===== config.mk =====
export PLATFORM = sky130hd
export DESIGN_NAME = scg_top
export DESIGN_NICKNAME = d
export VERILOG_FILES = /design/src/hdl/scg_pkg.sv /design/src/hdl/scg_mon_if.sv /design/src/hdl/scg_divider.sv /design/src/hdl/scg_crystal_oscillator_monitor.sv /design/src/hdl/scg_top.sv
export SDC_FILE = /design/constraint.sdc
export NUM_CORES = 1
export LEC_CHECK = 0
export BUFFER_PORTS_ARGS = -buffer_cell sky130_fd_sc_hd__buf_2
export CAP_MARGIN = 5
export CORE_UTILIZATION = 35
export CTS_CLUSTER_DIAMETER = 150
export CTS_CLUSTER_SIZE = 40
export DETAILED_ROUTE_END_ITERATION = 8
export PLACE_DENSITY_LB_ADDON = 0.2
export RECOVER_POWER = 25
export SLEW_MARGIN = 0
export SYNTH_ARGS = -nofsm -noshare
export SYNTH_HDL_FRONTEND = slang
export SYNTH_SLANG_ARGS = --single-unit

===== constraint.sdc =====
create_clock -name clk -period 3.1 [get_ports clk]
set_input_delay 0 -clock clk [delete_from_list [all_inputs] [get_ports clk]]
set_output_delay 0 -clock clk [all_outputs]
set_load 0.01 [all_outputs]

===== src/hdl/scg_pkg.sv =====
// Constants, register map and types for the system clock generator
package scg_pkg;
  localparam int CLK_PERIOD_PS = 4000;
  // Register addresses on the special function register port
  localparam logic [7:0] ADDR_DIVMUL = 8'hc7;
  localparam logic [7:0] ADDR_STATTB = 8'hbf;
  localparam logic [7:0] ADDR_SRCCTL = 8'h40;
  localparam logic [7:0] ADDR_MDIV = 8'h41;
  localparam logic [7:0] ADDR_PWRFLAG = 8'h97;
  localparam logic [7:0] ADDR_FLAGIE = 8'h8e;
  localparam logic [7:0] ADDR_PINCFG = 8'ha1;
  localparam logic [7:0] ADDR_SPEED = 8'h4c;
  // Reset values
  localparam logic [7:0] RST_DIVMUL = 8'h00;
  localparam logic [5:0] RST_TIMEBASE = 6'h0b;
  localparam logic [7:0] RST_SRCCTL = 8'h50;
  localparam logic [7:0] RST_MDIV = 8'h02;
  localparam logic [1:0] RST_MCD_EN = 2'h3;
  localparam logic [1:0] RST_SPEED = 2'h2;
  // Field positions
  localparam int BIT_ALT_FREQ = 7;
  localparam int BIT_MULT_EN = 6;
  localparam int BIT_CPU_HALF = 3;
  localparam int BIT_CRYSTAL_OSCILLATOR_READY = 7;
  localparam int BIT_CRYSTAL_OSCILLATOR_EN = 5;
  localparam int BIT_FAST_RC_EN = 4;
  localparam int BIT_MCD_FLAG = 5;
  localparam int BIT_MCD_RST_EN = 6;
  localparam int BIT_MCD_IRQ_EN = 5;
  localparam int BIT_HIGH_SPEED = 7;
  localparam int BIT_ULTRA_SPEED = 5;
  // Timing
  localparam int MULT_SETTLE_US = 100;
  localparam int MULT_SETTLE_CYCLES =
    (MULT_SETTLE_US * 1000000 + CLK_PERIOD_PS - 1) / CLK_PERIOD_PS;
  localparam int MISS_TIME_NS = 2000;
  localparam int MISS_CYCLES = MISS_TIME_NS * 1000 / CLK_PERIOD_PS;
  localparam int CRYSTAL_OSCILLATOR_READY_EDGES = 1024;
  typedef enum logic [1:0] {
    OSC_FAST_RC = 2'b00,
    OSC_CRYSTAL = 2'b01,
    OSC_SLOW_RC = 2'b10,
    OSC_EXT_PIN = 2'b11
  } scg_osc_t;
  typedef enum logic [1:0] {
    MCK_OSC = 2'b00,
    MCK_X4 = 2'b01,
    MCK_X533 = 2'b10,
    MCK_X8 = 2'b11
  } scg_mck_t;
endpackage


===== src/hdl/scg_mon_if.sv =====
// Interface between the clock generator and its crystal monitor
`timescale 1ns/1ns
`default_nettype none
interface scg_mon_if;
  logic xtalTick;
  logic enable;
  logic watch;
  logic ready;
  logic missing;
  modport mon (input xtalTick, enable, watch, output ready, missing);
  modport ctl (output xtalTick, enable, watch, input ready, missing);
endinterface
`default_nettype wire


===== src/hdl/scg_divider.sv =====
// Power-of-two tick divider that changes ratio only at a period boundary
`timescale 1ns/1ns
`default_nettype none
module scg_divider #(
  parameter int CODE_W = 3
) (
  // Clocking
  input wire logic clk,
  input wire logic reset,
  input wire logic ce,
  // Ticks
  input wire logic tickIn,
  input wire logic [CODE_W-1:0] code,
  output logic tickOut
);
  localparam int CNT_W = (1 << CODE_W) - 1;
  initial begin
    if (CODE_W < 1 || CODE_W > 3) $error("scg_divider: CODE_W 1..3");
  end
  logic [CNT_W-1:0] count;
  logic [CODE_W-1:0] activeCode;
  logic [CNT_W-1:0] limit;
  assign limit = CNT_W'((1 << activeCode) - 1);
  always_ff @(posedge clk) begin
    if (reset) begin
      count <= '0;
      activeCode <= '0;
      tickOut <= 1'b0;
    end else if (ce) begin
      tickOut <= 1'b0;
      if (tickIn) begin
        if (count >= limit) begin
          count <= '0;
          tickOut <= 1'b1;
          activeCode <= code; // Ratio swaps only at a whole period
        end else begin
          count <= count + 1'b1;
        end
      end
    end
  end
endmodule
`default_nettype wire


===== src/hdl/scg_crystal_oscillator_monitor.sv =====
// Crystal start-up counter and missing-clock detector
`timescale 1ns/1ns
`default_nettype none
module scg_crystal_oscillator_monitor #(
  parameter int READY_EDGES = 1024,
  parameter int MISS_LIMIT = 500
) (
  // Clocking
  input wire logic clk,
  input wire logic reset,
  input wire logic ce,
  // Monitor link
  scg_mon_if.mon mon
);
  initial begin
    if (READY_EDGES < 1 || MISS_LIMIT < 2) $error("scg_crystal_oscillator_monitor: range");
  end
  logic [$clog2(READY_EDGES+1)-1:0] edges;
  logic [$clog2(MISS_LIMIT+1)-1:0] gap;
  always_ff @(posedge clk) begin
    if (reset || (ce && !mon.enable)) begin
      edges <= '0;
      mon.ready <= 1'b0;
    end else if (ce && mon.xtalTick && !mon.ready) begin
      edges <= edges + 1'b1;
      mon.ready <= (edges == $bits(edges)'(READY_EDGES - 1));
    end
  end
  always_ff @(posedge clk) begin
    if (reset) begin
      gap <= '0;
      mon.missing <= 1'b0;
    end else if (ce) begin
      mon.missing <= 1'b0;
      if (!mon.watch || !mon.ready || mon.xtalTick) begin
        gap <= '0; // Detector idle unless watching a ready crystal
      end else if (gap == $bits(gap)'(MISS_LIMIT - 1)) begin
        gap <= '0;
        mon.missing <= 1'b1;
      end else begin
        gap <= gap + 1'b1;
      end
    end
  end
endmodule
`default_nettype wire


===== src/hdl/scg_top.sv =====
// System clock generator: source select, multiplier path, dividers, monitor
`timescale 1ns/1ns
`default_nettype none
module scg_top
  import scg_pkg::*;
#(
  parameter int MULT_SETTLE = scg_pkg::MULT_SETTLE_CYCLES,
  parameter int READY_EDGES = scg_pkg::CRYSTAL_OSCILLATOR_READY_EDGES,
  parameter int MISS_LIMIT = scg_pkg::MISS_CYCLES
) (
  // Clocking
  input wire logic clk,
  input wire logic reset,
  input wire logic ce,
  // Register port
  input wire logic [7:0] sfrAddr,
  input wire logic sfrWrite,
  input wire logic sfrRead,
  input wire logic [7:0] sfrWdata,
  output logic [7:0] sfrRdata,
  // Source clock pins: fast RC, slow RC, crystal, external, x4, x5.33, x8
  input wire logic [6:0] srcClkPins,
  // Oscillator and multiplier controls
  output logic fastRcEnable,
  output logic rcAltFreq,
  output logic crystalEnable,
  output logic multEnable,
  output logic multInClk,
  // Generated clock enables
  output logic sysClkTick,
  output logic cpuClkTick,
  // Pad control
  output logic xtalPadsOwned,
  output logic extPinSelected,
  output logic clkOutEnable,
  output logic clkOutPin,
  // Speed and reset
  output logic highSpeed,
  output logic ultraSpeed,
  output logic mcdResetReq
);
  import scg_pkg::*;
  initial begin
    if (MULT_SETTLE < 1 || READY_EDGES < 1 || MISS_LIMIT < 2)
      $error("scg_top: bad parameter");
  end

  logic [7:0] divMul;
  logic [5:0] timebase;
  logic [7:0] srcCtl;
  logic [7:0] mdivReg;
  logic mcdFlag;
  logic [1:0] mcdEn;
  logic [1:0] pinCfg;
  logic [1:0] speed;
  logic [6:0] tick;
  scg_osc_t oscSel;
  scg_mck_t mckSel;
  logic oscTick, multInTick, masterTick, dmcTick, sysTick, cpuTick, outTick;
  logic [2:0] preCount;
  logic [$clog2(MULT_SETTLE+1)-1:0] lockCount;
  logic multLocked;
  logic [1:0] cpuCode;
  logic [1:0] outCode;
  scg_mon_if mon ();

  function automatic logic wr(input logic [7:0] a);
    return sfrWrite && sfrAddr == a;
  endfunction

  // Register writes
  always_ff @(posedge clk) begin
    if (reset) begin
      divMul <= RST_DIVMUL;
      timebase <= RST_TIMEBASE;
      srcCtl <= RST_SRCCTL;
      mdivReg <= RST_MDIV;
      mcdEn <= RST_MCD_EN;
      pinCfg <= 2'h0;
      speed <= RST_SPEED;
    end else if (ce) begin
      if (wr(ADDR_DIVMUL)) divMul <= sfrWdata;
      if (wr(ADDR_STATTB)) timebase <= sfrWdata[5:0];
      if (wr(ADDR_SRCCTL)) srcCtl <= sfrWdata;
      if (wr(ADDR_MDIV)) mdivReg <= sfrWdata;
      if (wr(ADDR_FLAGIE)) mcdEn <= sfrWdata[BIT_MCD_RST_EN -: 2];
      if (wr(ADDR_PINCFG)) pinCfg <= sfrWdata[7:6];
      if (wr(ADDR_SPEED)) begin
        speed <= {sfrWdata[BIT_HIGH_SPEED], sfrWdata[BIT_ULTRA_SPEED]};
      end
    end
  end

  // Missing-clock flag: a new event wins over a write-one clear
  always_ff @(posedge clk) begin
    if (reset) begin
      mcdFlag <= 1'b0;
    end else if (ce) begin
      mcdFlag <= (mcdFlag & ~(wr(ADDR_PWRFLAG) & sfrWdata[BIT_MCD_FLAG]))
                 | mon.missing;
    end
  end

  // Register reads, answered one cycle after the strobe
  always_ff @(posedge clk) begin
    if (reset) begin
      sfrRdata <= 8'h00;
    end else if (ce && sfrRead) begin
      case (sfrAddr)
        ADDR_DIVMUL: sfrRdata <= divMul;
        ADDR_STATTB: sfrRdata <= {mon.ready, 1'b0, timebase};
        ADDR_SRCCTL: sfrRdata <= srcCtl;
        ADDR_MDIV: sfrRdata <= mdivReg;
        ADDR_PWRFLAG: sfrRdata <= {2'h0, mcdFlag, 5'h00};
        ADDR_FLAGIE: sfrRdata <= {1'b0, mcdEn, 5'h00};
        ADDR_PINCFG: sfrRdata <= {pinCfg, 6'h00};
        ADDR_SPEED: sfrRdata <= {speed[1], 1'b0, speed[0], 5'h00};
        default: sfrRdata <= 8'h00;
      endcase
    end
  end

  // Source pins pass three flops; edge taken between second and third
  genvar g;
  generate
    for (g = 0; g < 7; g++) begin : gSync
      logic stage1, stage2, stage3;
      always_ff @(posedge clk) begin
        if (reset) begin
          stage1 <= 1'b0;
          stage2 <= 1'b0;
          stage3 <= 1'b0;
        end else if (ce) begin
          stage1 <= srcClkPins[g];
          stage2 <= stage1;
          stage3 <= stage2;
        end
      end
      assign tick[g] = ce & stage2 & ~stage3;
    end
  endgenerate

  assign oscSel = scg_osc_t'(srcCtl[1:0]);
  assign mckSel = scg_mck_t'(srcCtl[3:2]);

  // Oscillator input mux
  always_comb begin
    case (oscSel)
      OSC_FAST_RC: oscTick = tick[0];
      OSC_CRYSTAL: oscTick = tick[2];
      OSC_SLOW_RC: oscTick = tick[1];
      OSC_EXT_PIN: oscTick = tick[3];
      default: oscTick = tick[0];
    endcase
  end

  // Multiplier input prescaler: /1, /2, /4, /6
  always_ff @(posedge clk) begin
    if (reset) begin
      preCount <= 3'h0;
      multInTick <= 1'b0;
      multInClk <= 1'b0;
    end else if (ce) begin
      multInTick <= 1'b0;
      if (oscTick) begin
        if (preCount >= (divMul[5:4] == 2'h3 ? 3'h5 :
            3'((1 << divMul[5:4]) - 1))) begin
          preCount <= 3'h0;
          multInTick <= 1'b1;
          multInClk <= ~multInClk;
        end else begin
          preCount <= preCount + 3'h1;
        end
      end
    end
  end

  // Multiplier settle timer; restarts whenever the multiplier is off
  always_ff @(posedge clk) begin
    if (reset || (ce && !divMul[BIT_MULT_EN])) begin
      lockCount <= '0;
      multLocked <= 1'b0;
    end else if (ce && !multLocked) begin
      lockCount <= lockCount + 1'b1;
      multLocked <= (lockCount == $bits(lockCount)'(MULT_SETTLE - 1));
    end
  end

  // Master clock mux; multiplier outputs only once settled
  always_comb begin
    case (multLocked ? mckSel : MCK_OSC)
      MCK_OSC: masterTick = oscTick;
      MCK_X4: masterTick = tick[4];
      MCK_X533: masterTick = tick[5];
      MCK_X8: masterTick = tick[6];
      default: masterTick = oscTick;
    endcase
  end

  assign cpuCode = {1'b0, divMul[BIT_CPU_HALF]};
  assign outCode = pinCfg - 2'h1;

  scg_divider #(.CODE_W(2)) uMasterDiv (
    .clk(clk), .reset(reset), .ce(ce),
    .tickIn(masterTick), .code(mdivReg[3:2]), .tickOut(dmcTick)
  );
  scg_divider #(.CODE_W(3)) uSysDiv (
    .clk(clk), .reset(reset), .ce(ce),
    .tickIn(dmcTick), .code(divMul[2:0]), .tickOut(sysTick)
  );
  scg_divider #(.CODE_W(2)) uCpuDiv (
    .clk(clk), .reset(reset), .ce(ce),
    .tickIn(sysTick), .code(cpuCode), .tickOut(cpuTick)
  );
  scg_divider #(.CODE_W(2)) uOutDiv (
    .clk(clk), .reset(reset), .ce(ce),
    .tickIn(masterTick), .code(outCode), .tickOut(outTick)
  );

  assign mon.xtalTick = tick[2];
  assign mon.enable = crystalEnable;
  assign mon.watch = mcdEn[0] && crystalEnable && oscSel == OSC_CRYSTAL;
  scg_crystal_oscillator_monitor #(.READY_EDGES(READY_EDGES), .MISS_LIMIT(MISS_LIMIT))
    uMon (.clk(clk), .reset(reset), .ce(ce), .mon(mon));

  // Registered outputs
  always_ff @(posedge clk) begin
    if (reset) begin
      fastRcEnable <= 1'b1;
      rcAltFreq <= 1'b0;
      crystalEnable <= 1'b0;
      multEnable <= 1'b0;
      sysClkTick <= 1'b0;
      cpuClkTick <= 1'b0;
      xtalPadsOwned <= 1'b0;
      extPinSelected <= 1'b0;
      clkOutEnable <= 1'b0;
      clkOutPin <= 1'b0;
      highSpeed <= 1'b1;
      ultraSpeed <= 1'b0;
      mcdResetReq <= 1'b0;
    end else if (ce) begin
      fastRcEnable <= srcCtl[BIT_FAST_RC_EN];
      rcAltFreq <= divMul[BIT_ALT_FREQ];
      crystalEnable <= srcCtl[BIT_CRYSTAL_OSCILLATOR_EN];
      multEnable <= divMul[BIT_MULT_EN];
      sysClkTick <= sysTick;
      cpuClkTick <= cpuTick;
      xtalPadsOwned <= srcCtl[BIT_CRYSTAL_OSCILLATOR_EN] || oscSel == OSC_CRYSTAL;
      extPinSelected <= oscSel == OSC_EXT_PIN;
      clkOutEnable <= pinCfg != 2'h0 && !srcCtl[BIT_CRYSTAL_OSCILLATOR_EN] &&
        (oscSel == OSC_FAST_RC || oscSel == OSC_SLOW_RC);
      if (outTick) clkOutPin <= ~clkOutPin;
      highSpeed <= speed[1];
      ultraSpeed <= speed[0];
      mcdResetReq <= mon.missing && mcdEn[1];
    end
  end
endmodule
`default_nettype wire


==> metrics, run 1 <==
status=complete, no violations; syn_area_per_cell=8.75 um2; worst reg2reg path endpoint=uSysDiv.count[4]; nets=908; Pleak=0.00303 uW; Sw Pwr=909 uW; Synth warnings=0; antenna violations before repair=0; Slew @ Worst Pin=1140 ps; Synth area leaders=dfxtp_1 43%, mux2i_1 6.0%, nor2_1 6.0%; CTS tree=built; GRT Overall Usage=0.166; Seq pwr share=0.470; placed inst area=7450 um2; CTS HTree Levels=4; crit end category=register; Initial DRT Pass Iterations=4; Final min period=2820 ps; core outline area=19,500 um2; port bufs=49; prevailing post-synth register cell=dfxtp_1; skew final=10.9 ps; die width=143 um; Synth Area in Compound Gates=0.129; mapped cell area=6980 um2; Hold EP=speed[1]; CTS Buf Count=17; Sw Ratio=0.220; r2r worst-path depth=11; share of Yosys cell area claimed by the top area cell type=0.428; power share of the clock group=0.484; slowest stage delay, CP=420 ps; WP data arrival=3170 ps; Cell Rows=51; Hold Crit Depth=5; Post-Synth XOR/XNOR Area=0.0490; area leader, netlist=dfxtp_1; Max Cap Viol=0; clk root buf=clkbuf_16; Hold Crit Start=sfrWrite; Routed WL=15.8 mm; final-report hold violation count=0; mux share of post-synthesis cell area=0.0651; Vias=5,602; Finished Layout Cells=1,131; Post-Synth Simple-Gate Area=0.247; reg2reg setup slack=280 ps; FF-to-FF Start=uSysDiv.activeCode[0]; Post-DP HPWL=11.1 mm; residual DRC count=0; share of cells above drive strength 1=0.102; final hold slack=81.6 ps; Die ar.=20,500 um2; Worst slew margin=0.240; post-synthesis sequential area ratio=0.428; worst min-delay path category=input pin to register; Area growth syn-to-layout=17.1%; Worst Setup Path Type=register to register; Async S/R FF share, synth=0; I/O pin count=50; worst path cell trace=or3_1 -> ha_1 -> nor3_1 -> a21o_1 -> a21oi_1 -> ha_1 -> a21o_1 -> a211oi_1 -> o21ai_1 -> a21o_1 -> nor2_1; clk slew on worst S/H paths=60 ps; Worst path slowest cell=or3_1; Final ANT Viol Nets=0; Yosys cell types=68; antenna diode count=0; number of synthesized flops with an enable pin=0; gr ovfl total=0; critical-path maximum fanout=7; Net Count, Synth=852; WL per Instance=14.0 um; PwrDens=506 nW/um2; CP startpoint kind=register; # Post-CTS Setup Buffers=0; Synth Area in Adders=0.0484; DIE HEIGHT=143 um; TNS Setup=0 ps; #FFs+latches synth=149; fin crit share=0.908; Worst-Skew Late Latency=420 ps; number of global-route vias before repair=5,284; Initial Util=0.357; clock sinks=149; GPL Wtd Cong=0.817; max frequency=355 MHz; CP most frequent cell=a21o_1; Detailed Route Iter0 Violations=279; DP Cell Count=1,082; synthesized netlist cell count=797; RSZ-0062 raised after global routing=no; CP required=3460 ps; largest family of logic cells by synthesized area=simple AND/OR/NAND/NOR gates; design area=8170 um2; Max VDD drop=0.359 mV; Int Power=3230 uW; Final setup violation count=0; Bufs on Longest Clock Path=2; fin. max-slew vios=0; global-route wire length before repair=26.7 mm; Via density=4.95; largest net degree at the start of global routing=63; combinational power share=0.046
-- power groups by stage --
stage	combinational, uW	clock, uW	sequential [uW]
after floorplan	117	0	1980
after global placement	180	0	1980
after detailed placement	180	0	1990
after CTS	196	2050	1940
after global routing	213	2140	1940
final	192	2000	1940
-- layer usage --
layer  track usage  up-vias  wire, um
met3        0.0386       12       431
met5             0        -         0
met1         0.223     2602      7860
li1              -     2925         -
met4        0.0543        0       176
met2         0.262       63      7330
-- worst max-delay path by stage --
stage	start	end	slack, ps	depth (start not counted)
finish	uSysDiv.activeCode[0]	uSysDiv.count[4]	280	11
global route	uSysDiv.activeCode[0]	uSysDiv.count[4]	70	10
CTS	uSysDiv.activeCode[0]	uSysDiv.count[4]	180	11
detailed placement	uSysDiv.activeCode[0]	uSysDiv.count[6]	200	11
global placement	uSysDiv.activeCode[0]	uSysDiv.count[6]	230	11
floorplan	uSysDiv.activeCode[0]	uSysDiv.count[0]	400	12
-- cell usage in the layout (no fill, tap or decap), types with 16 or more instances in the layout --
cell type,instances
dfxtp_1,149
clkbuf_1,17
buf_2,38
nor2_1,112
xor2_1,23
nand4_1,20
inv_1,16
xnor2_1,16
mux2i_1,42
ha_1,27
nand3_1,46
nand2_1,74
a21oi_1,51
o21ai_0,23
clkbuf_16,17
dlygate4sd3_1,17
-- sequential cells by signal, indices dropped and copies added (netlist names), 3 cells and up --
name / flops
uMasterDiv.count: 3
timebase: 6
sfrRdata: 8
gSync.stage1: 7
uOutDiv.count: 3
divMul: 8
gSync.stage3: 7
gSync.stage2: 7
mdivReg: 8
uCpuDiv.count: 3
uMon.gap: 9
uSysDiv.count: 7
preCount: 3
uMon.edges: 11
lockCount: 15
uSysDiv.activeCode: 3
srcCtl: 8
-- cells by family after synthesis --
family,Yosys count
AND/OR/NAND/NOR,343
multiplexers,44
AO/OA/AOI/OAI,140
XOR/XNOR,39
adder cells (fa/ha/maj),27
buffers and inverters,55
flip-flops,149
-- per-stage QoR --
stage	utilization	setup WS [ps]	power [uW]
final	0.418	285	4140
after global routing	0.418	66.6	4300
after CTS	0.420	180	4190
after detailed placement	0.382	205	2170
after global placement	0.382	231	2170
after floorplan	-	403	2100
-- synth_stat cells, drive strengths merged, types with 3 or more instances --
library cell,count
ha,27
a21oi,51
and4,6
clkbuf,19
nand2,74
inv,16
and2,7
nand3,46
nor2,112
dfxtp,149
nor4b,5
o21ai,25
nor3b,6
a22o,9
mux2i,42
a21o,7
nor3,10
a211oi,4
xor2,23
a22oi,13
nor4,4
and3,6
o21a,3
buf,19
or2,5
xnor2,16
nand2b,10
nor2b,14
nand3b,5
nand4,20
or3,5
a211o,6
-- worst max-delay path: cells and delay by family, from the launching register on --
kind / cells / cell delay (ps)
AND/OR/NAND/NOR: 3 / 680
flip-flops: 1 / 360
AO/OA/AOI/OAI: 6 / 1100
adder cells (fa/ha/maj): 2 / 600
-- final cells by class --
class | count | area, um2
clock buffer | 23 | 468
clock inverter | 9 | 103
fill | 2044 | 11400
inverter | 17 | 63.8
multi-input combinational | 593 | 3760
sequential | 149 | 2980
tap | 265 | 332
timing repair buffer | 75 | 462
-- timing repair --
action,4_1_cts,5_1_grt
hold endpoints to repair,44,0
endpoints found under the setup margin,0,6
hold buffers,17,0
resized for setup,0,1
Power figures use the tool's default switching activity.
==> run 2, diff against run 1 <==
--- a/config.mk
+++ b/config.mk
@@ -5,9 +5,10 @@
 export SDC_FILE = /design/constraint.sdc
 export NUM_CORES = 1
 export LEC_CHECK = 0
+export ABC_AREA = 1
 export BUFFER_PORTS_ARGS = -buffer_cell sky130_fd_sc_hd__buf_2
 export CAP_MARGIN = 5
-export CORE_UTILIZATION = 35
+export CORE_UTILIZATION = 51
 export CTS_CLUSTER_DIAMETER = 150
 export CTS_CLUSTER_SIZE = 40
 export DETAILED_ROUTE_END_ITERATION = 8
==> run 2 against run 1 <==
The flow now finishes with violations (capacitance limit, slew limit). Register-to-register slack better by 140 ps. Combinational power increased by 67%. Synthesized area is 1.1% higher. Critical path depth rose by 2. Flip-flop and latch count is the same. Highest routed layer unchanged.
==> metrics, run 2 <==
Hold Crit Start=reset; Synth warnings=0; FF-to-FF Start=uSysDiv.activeCode[2]; # Post-CTS Setup Buffers=0; Seq pwr share=0.461; Cell Rows=42; Hold Crit Depth=2; critical-path maximum fanout=7; Sw Ratio=0.231; clk slew on worst S/H paths=60 ps; Max VDD drop=0.539 mV; share of cells above drive strength 1=0.109; Via density=5.17; Worst Setup Path Type=register to register; port bufs=49; clock sinks=149; commonest non-fill, non-tap cell in the layout=nand2_1; CTS Buf Count=17; WL per Instance=12.7 um; dominant cell by count in the synthesized netlist=nand2_1; commonest cells after routing, fill and taps aside=153 x nand2_1, 149 x dfxtp_1, 107 x nor2_1, 96 x a21oi_1, 87 x inv_1; Area growth syn-to-layout=15.1%; setup slack after layout=429 ps; Initial DRT Pass Iterations=5; Final ANT Viol Nets=0; skew final=7.08 ps; nets=1,051; Largest regs=lockCount: 15 flops, uMon.edges: 11 flops, uMon.gap: 9 flops; area leader, netlist=dfxtp_1; DIE HEIGHT=120 um; Post-DP HPWL=10.3 mm; residual DRC count=0; CP startpoint kind=register; WP data arrival=3030 ps; worst min-delay path category=input pin to register; Yosys cell types=39; Async S/R FF share, synth=0; Slew @ Worst Pin=1810 ps; CTS tree=built; Die ar.=14,300 um2; Final setup violation count=0; Max Cap Viol=1; CP required=3450 ps; fin crit share=0.862; Sw Pwr=992 uW; max reg flops=15; Bufs on Longest Clock Path=2; Routed WL=15.0 mm; syn_area_per_cell=7.55 um2; Initial Util=0.529; post-synthesis sequential area ratio=0.423; GRT Overall Usage=0.224; crit end category=register; max frequency=374 MHz; fin. max-slew vios=39; synthesized netlist cell count=934; status=finished, violations left; Hold EP=preCount[2]; Pleak=0.00318 uW; Finished Layout Cells=1,184; combinational power share=0.075; RSZ-0062 raised after global routing=no; core outline area=13,300 um2; die width=120 um; Place WS=479 ps; Worst-Skew Late Latency=420 ps; antenna violations before repair=0; Final min period=2670 ps; DP Cell Count=1,136; GPL Wtd Cong=0.874; I/O pin count=50; Detailed Route Iter0 Violations=349; final-report hold violation count=0; sequential cell area=2980 um2; prevailing post-synth register cell=dfxtp_1; reg2reg setup slack=430 ps; multi-input logic area=3560 um2; Synth top cells by count=153 x nand2_1, 149 x dfxtp_1, 107 x nor2_1; worst reg2reg path endpoint=uSysDiv.count[2]; number of synthesized flops with an enable pin=0; number of global-route vias before repair=5,666; #FFs+latches synth=149; largest net degree at the start of global routing=72; Worst slew margin=-0.204; Fillers=1,231; Synth area leaders=dfxtp_1 42%, nand2_1 8.1%, a21oi_1 6.8%; antenna diode count=0; Int Power=3300 uW; Vias=6,125; failing checks=capacitance limit, slew limit; clk root buf=clkbuf_16; global-route wire length before repair=25.9 mm; share of Yosys cell area claimed by the top area cell type=0.423; r2r worst-path depth=13; CTS HTree Levels=4; PwrDens=528 nW/um2; gr ovfl total=0; Net Count, Synth=989; Top reg by flops=lockCount; mapped cell area=7060 um2; power share of the clock group=0.464; TNS Setup=0 ps
-- run 2: cell count changes in the layout (fill, tap and decap cells not counted), sizes merged, moves of 22 or more --
cell,change
a21oi,+47
inv,+77
mux2i,-41
nand2,+93
nand3,+22
o21ai,+58
-- run 2: what timing repair did --
| action | 4_1_cts | 5_1_grt |
|---|---|---|
| hold buffers | 17 | 0 |
| hold endpoints to repair | 49 | 0 |
| resized for setup | 0 | 0 |
-- run 2: kinds of logic (layout without fill, tap and decap cells) --
group,after synthesis,count (layout),synth area share
multiplexers,1,1,0.00142
AO/OA/AOI/OAI,202,202,0.154
AND/OR/NAND/NOR,404,404,0.267
flip-flops,149,149,0.423
adder cells (fa/ha/maj),27,27,0.0479
buffers and inverters,123,197,0.0725
XOR/XNOR,28,28,0.0348
-- run 2: worst max-delay path by stage --
stage	startpoint	endpoint	slack [ps]
CTS	uSysDiv.activeCode[2]	uSysDiv.count[2]	420
finish	uSysDiv.activeCode[2]	uSysDiv.count[2]	430
detailed placement	uSysDiv.activeCode[2]	uSysDiv.count[2]	480
global placement	uSysDiv.activeCode[2]	uSysDiv.count[3]	560
global route	uSysDiv.activeCode[2]	uSysDiv.count[3]	170
floorplan	uSysDiv.activeCode[2]	uSysDiv.count[0]	860
-- run 2: stage by stage --
step            util  area, um2  power [uW]  hold WS (ps)
2_1_floorplan      -       7060        2240           113
3_3_place_gp   0.555       7410        2320           220
6_report       0.608       8120        4290          13.2
5_1_grt        0.608       8120        4470          19.2
3_5_place_dp   0.555       7410        2320           228
4_1_cts        0.611       8150        4330          3.36
-- run 2: worst max-delay path: stages (launching register included) --
cell and delay (ps):
dfxtp_1 400, inv_1 120, nand2_1 110, ha_1 180, o21ai_0 140, a21oi_1 170, xor2_1 180, ha_1 280
a21oi_1 190, o21a_1 170, nand3_1 240, nand2_1 150, nand2_1 140, nor2_1 130
-- run 2: layout make-up --
| class | instances | area share |
|---|---|---|
| Clock inverter | 11 | 0.0133 |
| Sequential cell | 149 | 0.367 |
| Tap cell | 176 | 0.0271 |
| Clock buffer | 20 | 0.0575 |
| Inverter | 95 | 0.0442 |
| Multi-Input combinational cell | 662 | 0.439 |
| Timing Repair Buffer | 71 | 0.0519 |
-- run 2: power by group through the flow --
stage                     Combinational (uW)  Clock (uW)  Sequential, uW
after global placement                   296           0            2020
after detailed placement                 300           0            2020
after floorplan                          219           0            2020
final                                    320        1990            1980
after CTS                                323        2030            1980
after global routing                     363        2120            1980
-- run 2: routing by layer --
layer / GRT usage / routed length [um] / vias to the layer above / part of all wire
met5: 0 / 0 / - / 0
met4: 0.0750 / 190 / 0 / 0.013
met3: 0.0528 / 711 / 20 / 0.047
met2: 0.356 / 6850 / 125 / 0.46
met1: 0.298 / 7300 / 2749 / 0.48
li1: - / - / 3231 / -
==> run 3, diff against run 2 <==
--- a/config.mk
+++ b/config.mk
@@ -8,6 +8,7 @@
 export ABC_AREA = 1
 export BUFFER_PORTS_ARGS = -buffer_cell sky130_fd_sc_hd__buf_2
 export CAP_MARGIN = 5
+export CORE_MARGIN = 2
 export CORE_UTILIZATION = 51
 export CTS_CLUSTER_DIAMETER = 150
 export CTS_CLUSTER_SIZE = 40
==> run 3 against run 2 <==
The run now ends clean. Highest routed layer unchanged. Routed wire length increased by 1.0%. Sequential share of layout area decreased by 0.14 points. Combinational power shrank 2%. Cell area increased by 0.39%. First-iteration DRC count fell by 2.9%. Clock power up 8%. Worst hold slack improved by 6.1 ps. Worst setup slack improved by 66 ps.
==> metrics, run 3 (synthesized netlist as in run 2, its figures left out) <==
Final ANT Viol Nets=0; Detailed Route Iter0 Violations=339; worst min-delay path category=input pin to register; Initial Util=0.527; PwrDens=544 nW/um2; clk slew on worst S/H paths=60 ps; crit end category=register; Worst Setup Path Type=register to register; Pleak=0.00319 uW; gr ovfl total=0; final-report hold violation count=0; Finished Layout Cells=1,186; core outline area=13,400 um2; # resized after CTS=0; Slew @ Worst Pin=1380 ps; Vias=6,125; RSZ-0062 raised after global routing=no; design area=8150 um2; Largest regs=lockCount: 15 flops, uMon.edges: 11 flops, uMon.gap: 9 flops; hold_buf cts=18; DP Cell Count=1,136; nets=1,052; CTS tree=built; critical-path maximum fanout=7; die width=122 um; WL per Instance=12.8 um; placed inst area=7410 um2; port bufs=49; TNS Setup=0 ps; Cell Rows=42; status=complete, no violations; Die ar.=14,800 um2; residual DRC count=0; # Post-CTS Setup Buffers=0; Final min period=2610 ps; total power draw=4430 uW; Max Cap Viol=0; skew final=4.99 ps; Final setup violation count=0; fin crit share=0.841; largest net degree at the start of global routing=72; DIE HEIGHT=122 um; I/O pin count=50; clock sinks=149; max reg flops=15; WP data arrival=2960 ps; share of cells above drive strength 1=0.103; CP startpoint kind=register; Worst-Skew Late Latency=420 ps; Bufs on Longest Clock Path=2; clk root buf=clkbuf_16; Initial DRT Pass Iterations=5; Worst slew margin=0.0780; number of global-route vias before repair=5,557; antenna diode count=0; fin. max-slew vios=0; Top reg by flops=lockCount; CP required=3450 ps; final hold slack=19.3 ps; antenna violations before repair=0; Area growth syn-to-layout=15.5%; commonest non-fill, non-tap cell in the layout=nand2_1; Routed WL=15.2 mm; CTS Buf Count=17; CTS HTree Levels=4; Via density=5.16; GPL Wtd Cong=0.819; GRT Overall Usage=0.221; Max VDD drop=0.347 mV; commonest cells after routing, fill and taps aside=154 x nand2_1, 149 x dfxtp_1, 108 x nor2_1, 96 x a21oi_1, 88 x inv_1; global-route wire length before repair=26.0 mm; Post-DP HPWL=10.5 mm; max frequency=384 MHz
[run 3: cell count changes in the layout (fill, tap and decap cells not counted), moves of 2 or more]
cell      change
clkinv_2      -3
clkbuf_8      +2
clkbuf_1      +5
buf_2         -2
buf_4         -2
[run 3: layout make-up]
| type | instances | area [um2] |
|---|---|---|
| clock buffers | 23 | 498 |
| clock inverters | 9 | 123 |
| fillers | 1282 | 5250 |
| inverters | 95 | 359 |
| multi-input cells | 662 | 3550 |
| flip-flops and latches | 149 | 2980 |
| well taps | 176 | 220 |
| repair buffers | 72 | 422 |
[run 3: metrics by stage]
| stage | utilization | worst slack [ps] |
|---|---|---|
| after global placement | 0.553 | 570 |
| after global routing | 0.608 | 144 |
| after floorplan | - | 861 |
| after detailed placement | 0.553 | 507 |
| final | 0.608 | 494 |
| after CTS | 0.612 | 486 |
[run 3: layer usage]
metal  vias to the layer above  track usage  part of all wire
met4                         0       0.0812             0.018
met1                      2766        0.294              0.49
met2                       115        0.354              0.44
met3                        20       0.0468             0.045
li1                       3224            -                 -
met5                         -            0                 0
[run 3: path summary, 6_finish.rpt]
check                           to  slack (ps)  depth (start not counted)             startpoint
setup / recovery  uSysDiv.count[4]         490                         13  uSysDiv.activeCode[2]
hold reg to reg         mdivReg[5]         450                          2             mdivReg[5]
setup reg to reg  uSysDiv.count[4]         490                         13  uSysDiv.activeCode[2]
hold / removal           srcCtl[1]          20                          4               sfrWrite
[run 3: report_power, final]
part	switching, uW	total [uW]	internal [uW]
combinational	202	315	113
sequential	25.9	1980	1950
clock	770	2140	1370
total	998	4430	3430
[run 3: critical path, stage by stage, from the launching register on]
cell and delay, ps:
dfxtp_1 410, inv_1 120, nand2_1 110, ha_1 180
o21ai_0 130, a21oi_1 170, xor2_1 170, ha_1 280
a21oi_1 150, o21a_1 150, nand3_1 230, nand2_1 150
nand2_1 140, nor2_1 140
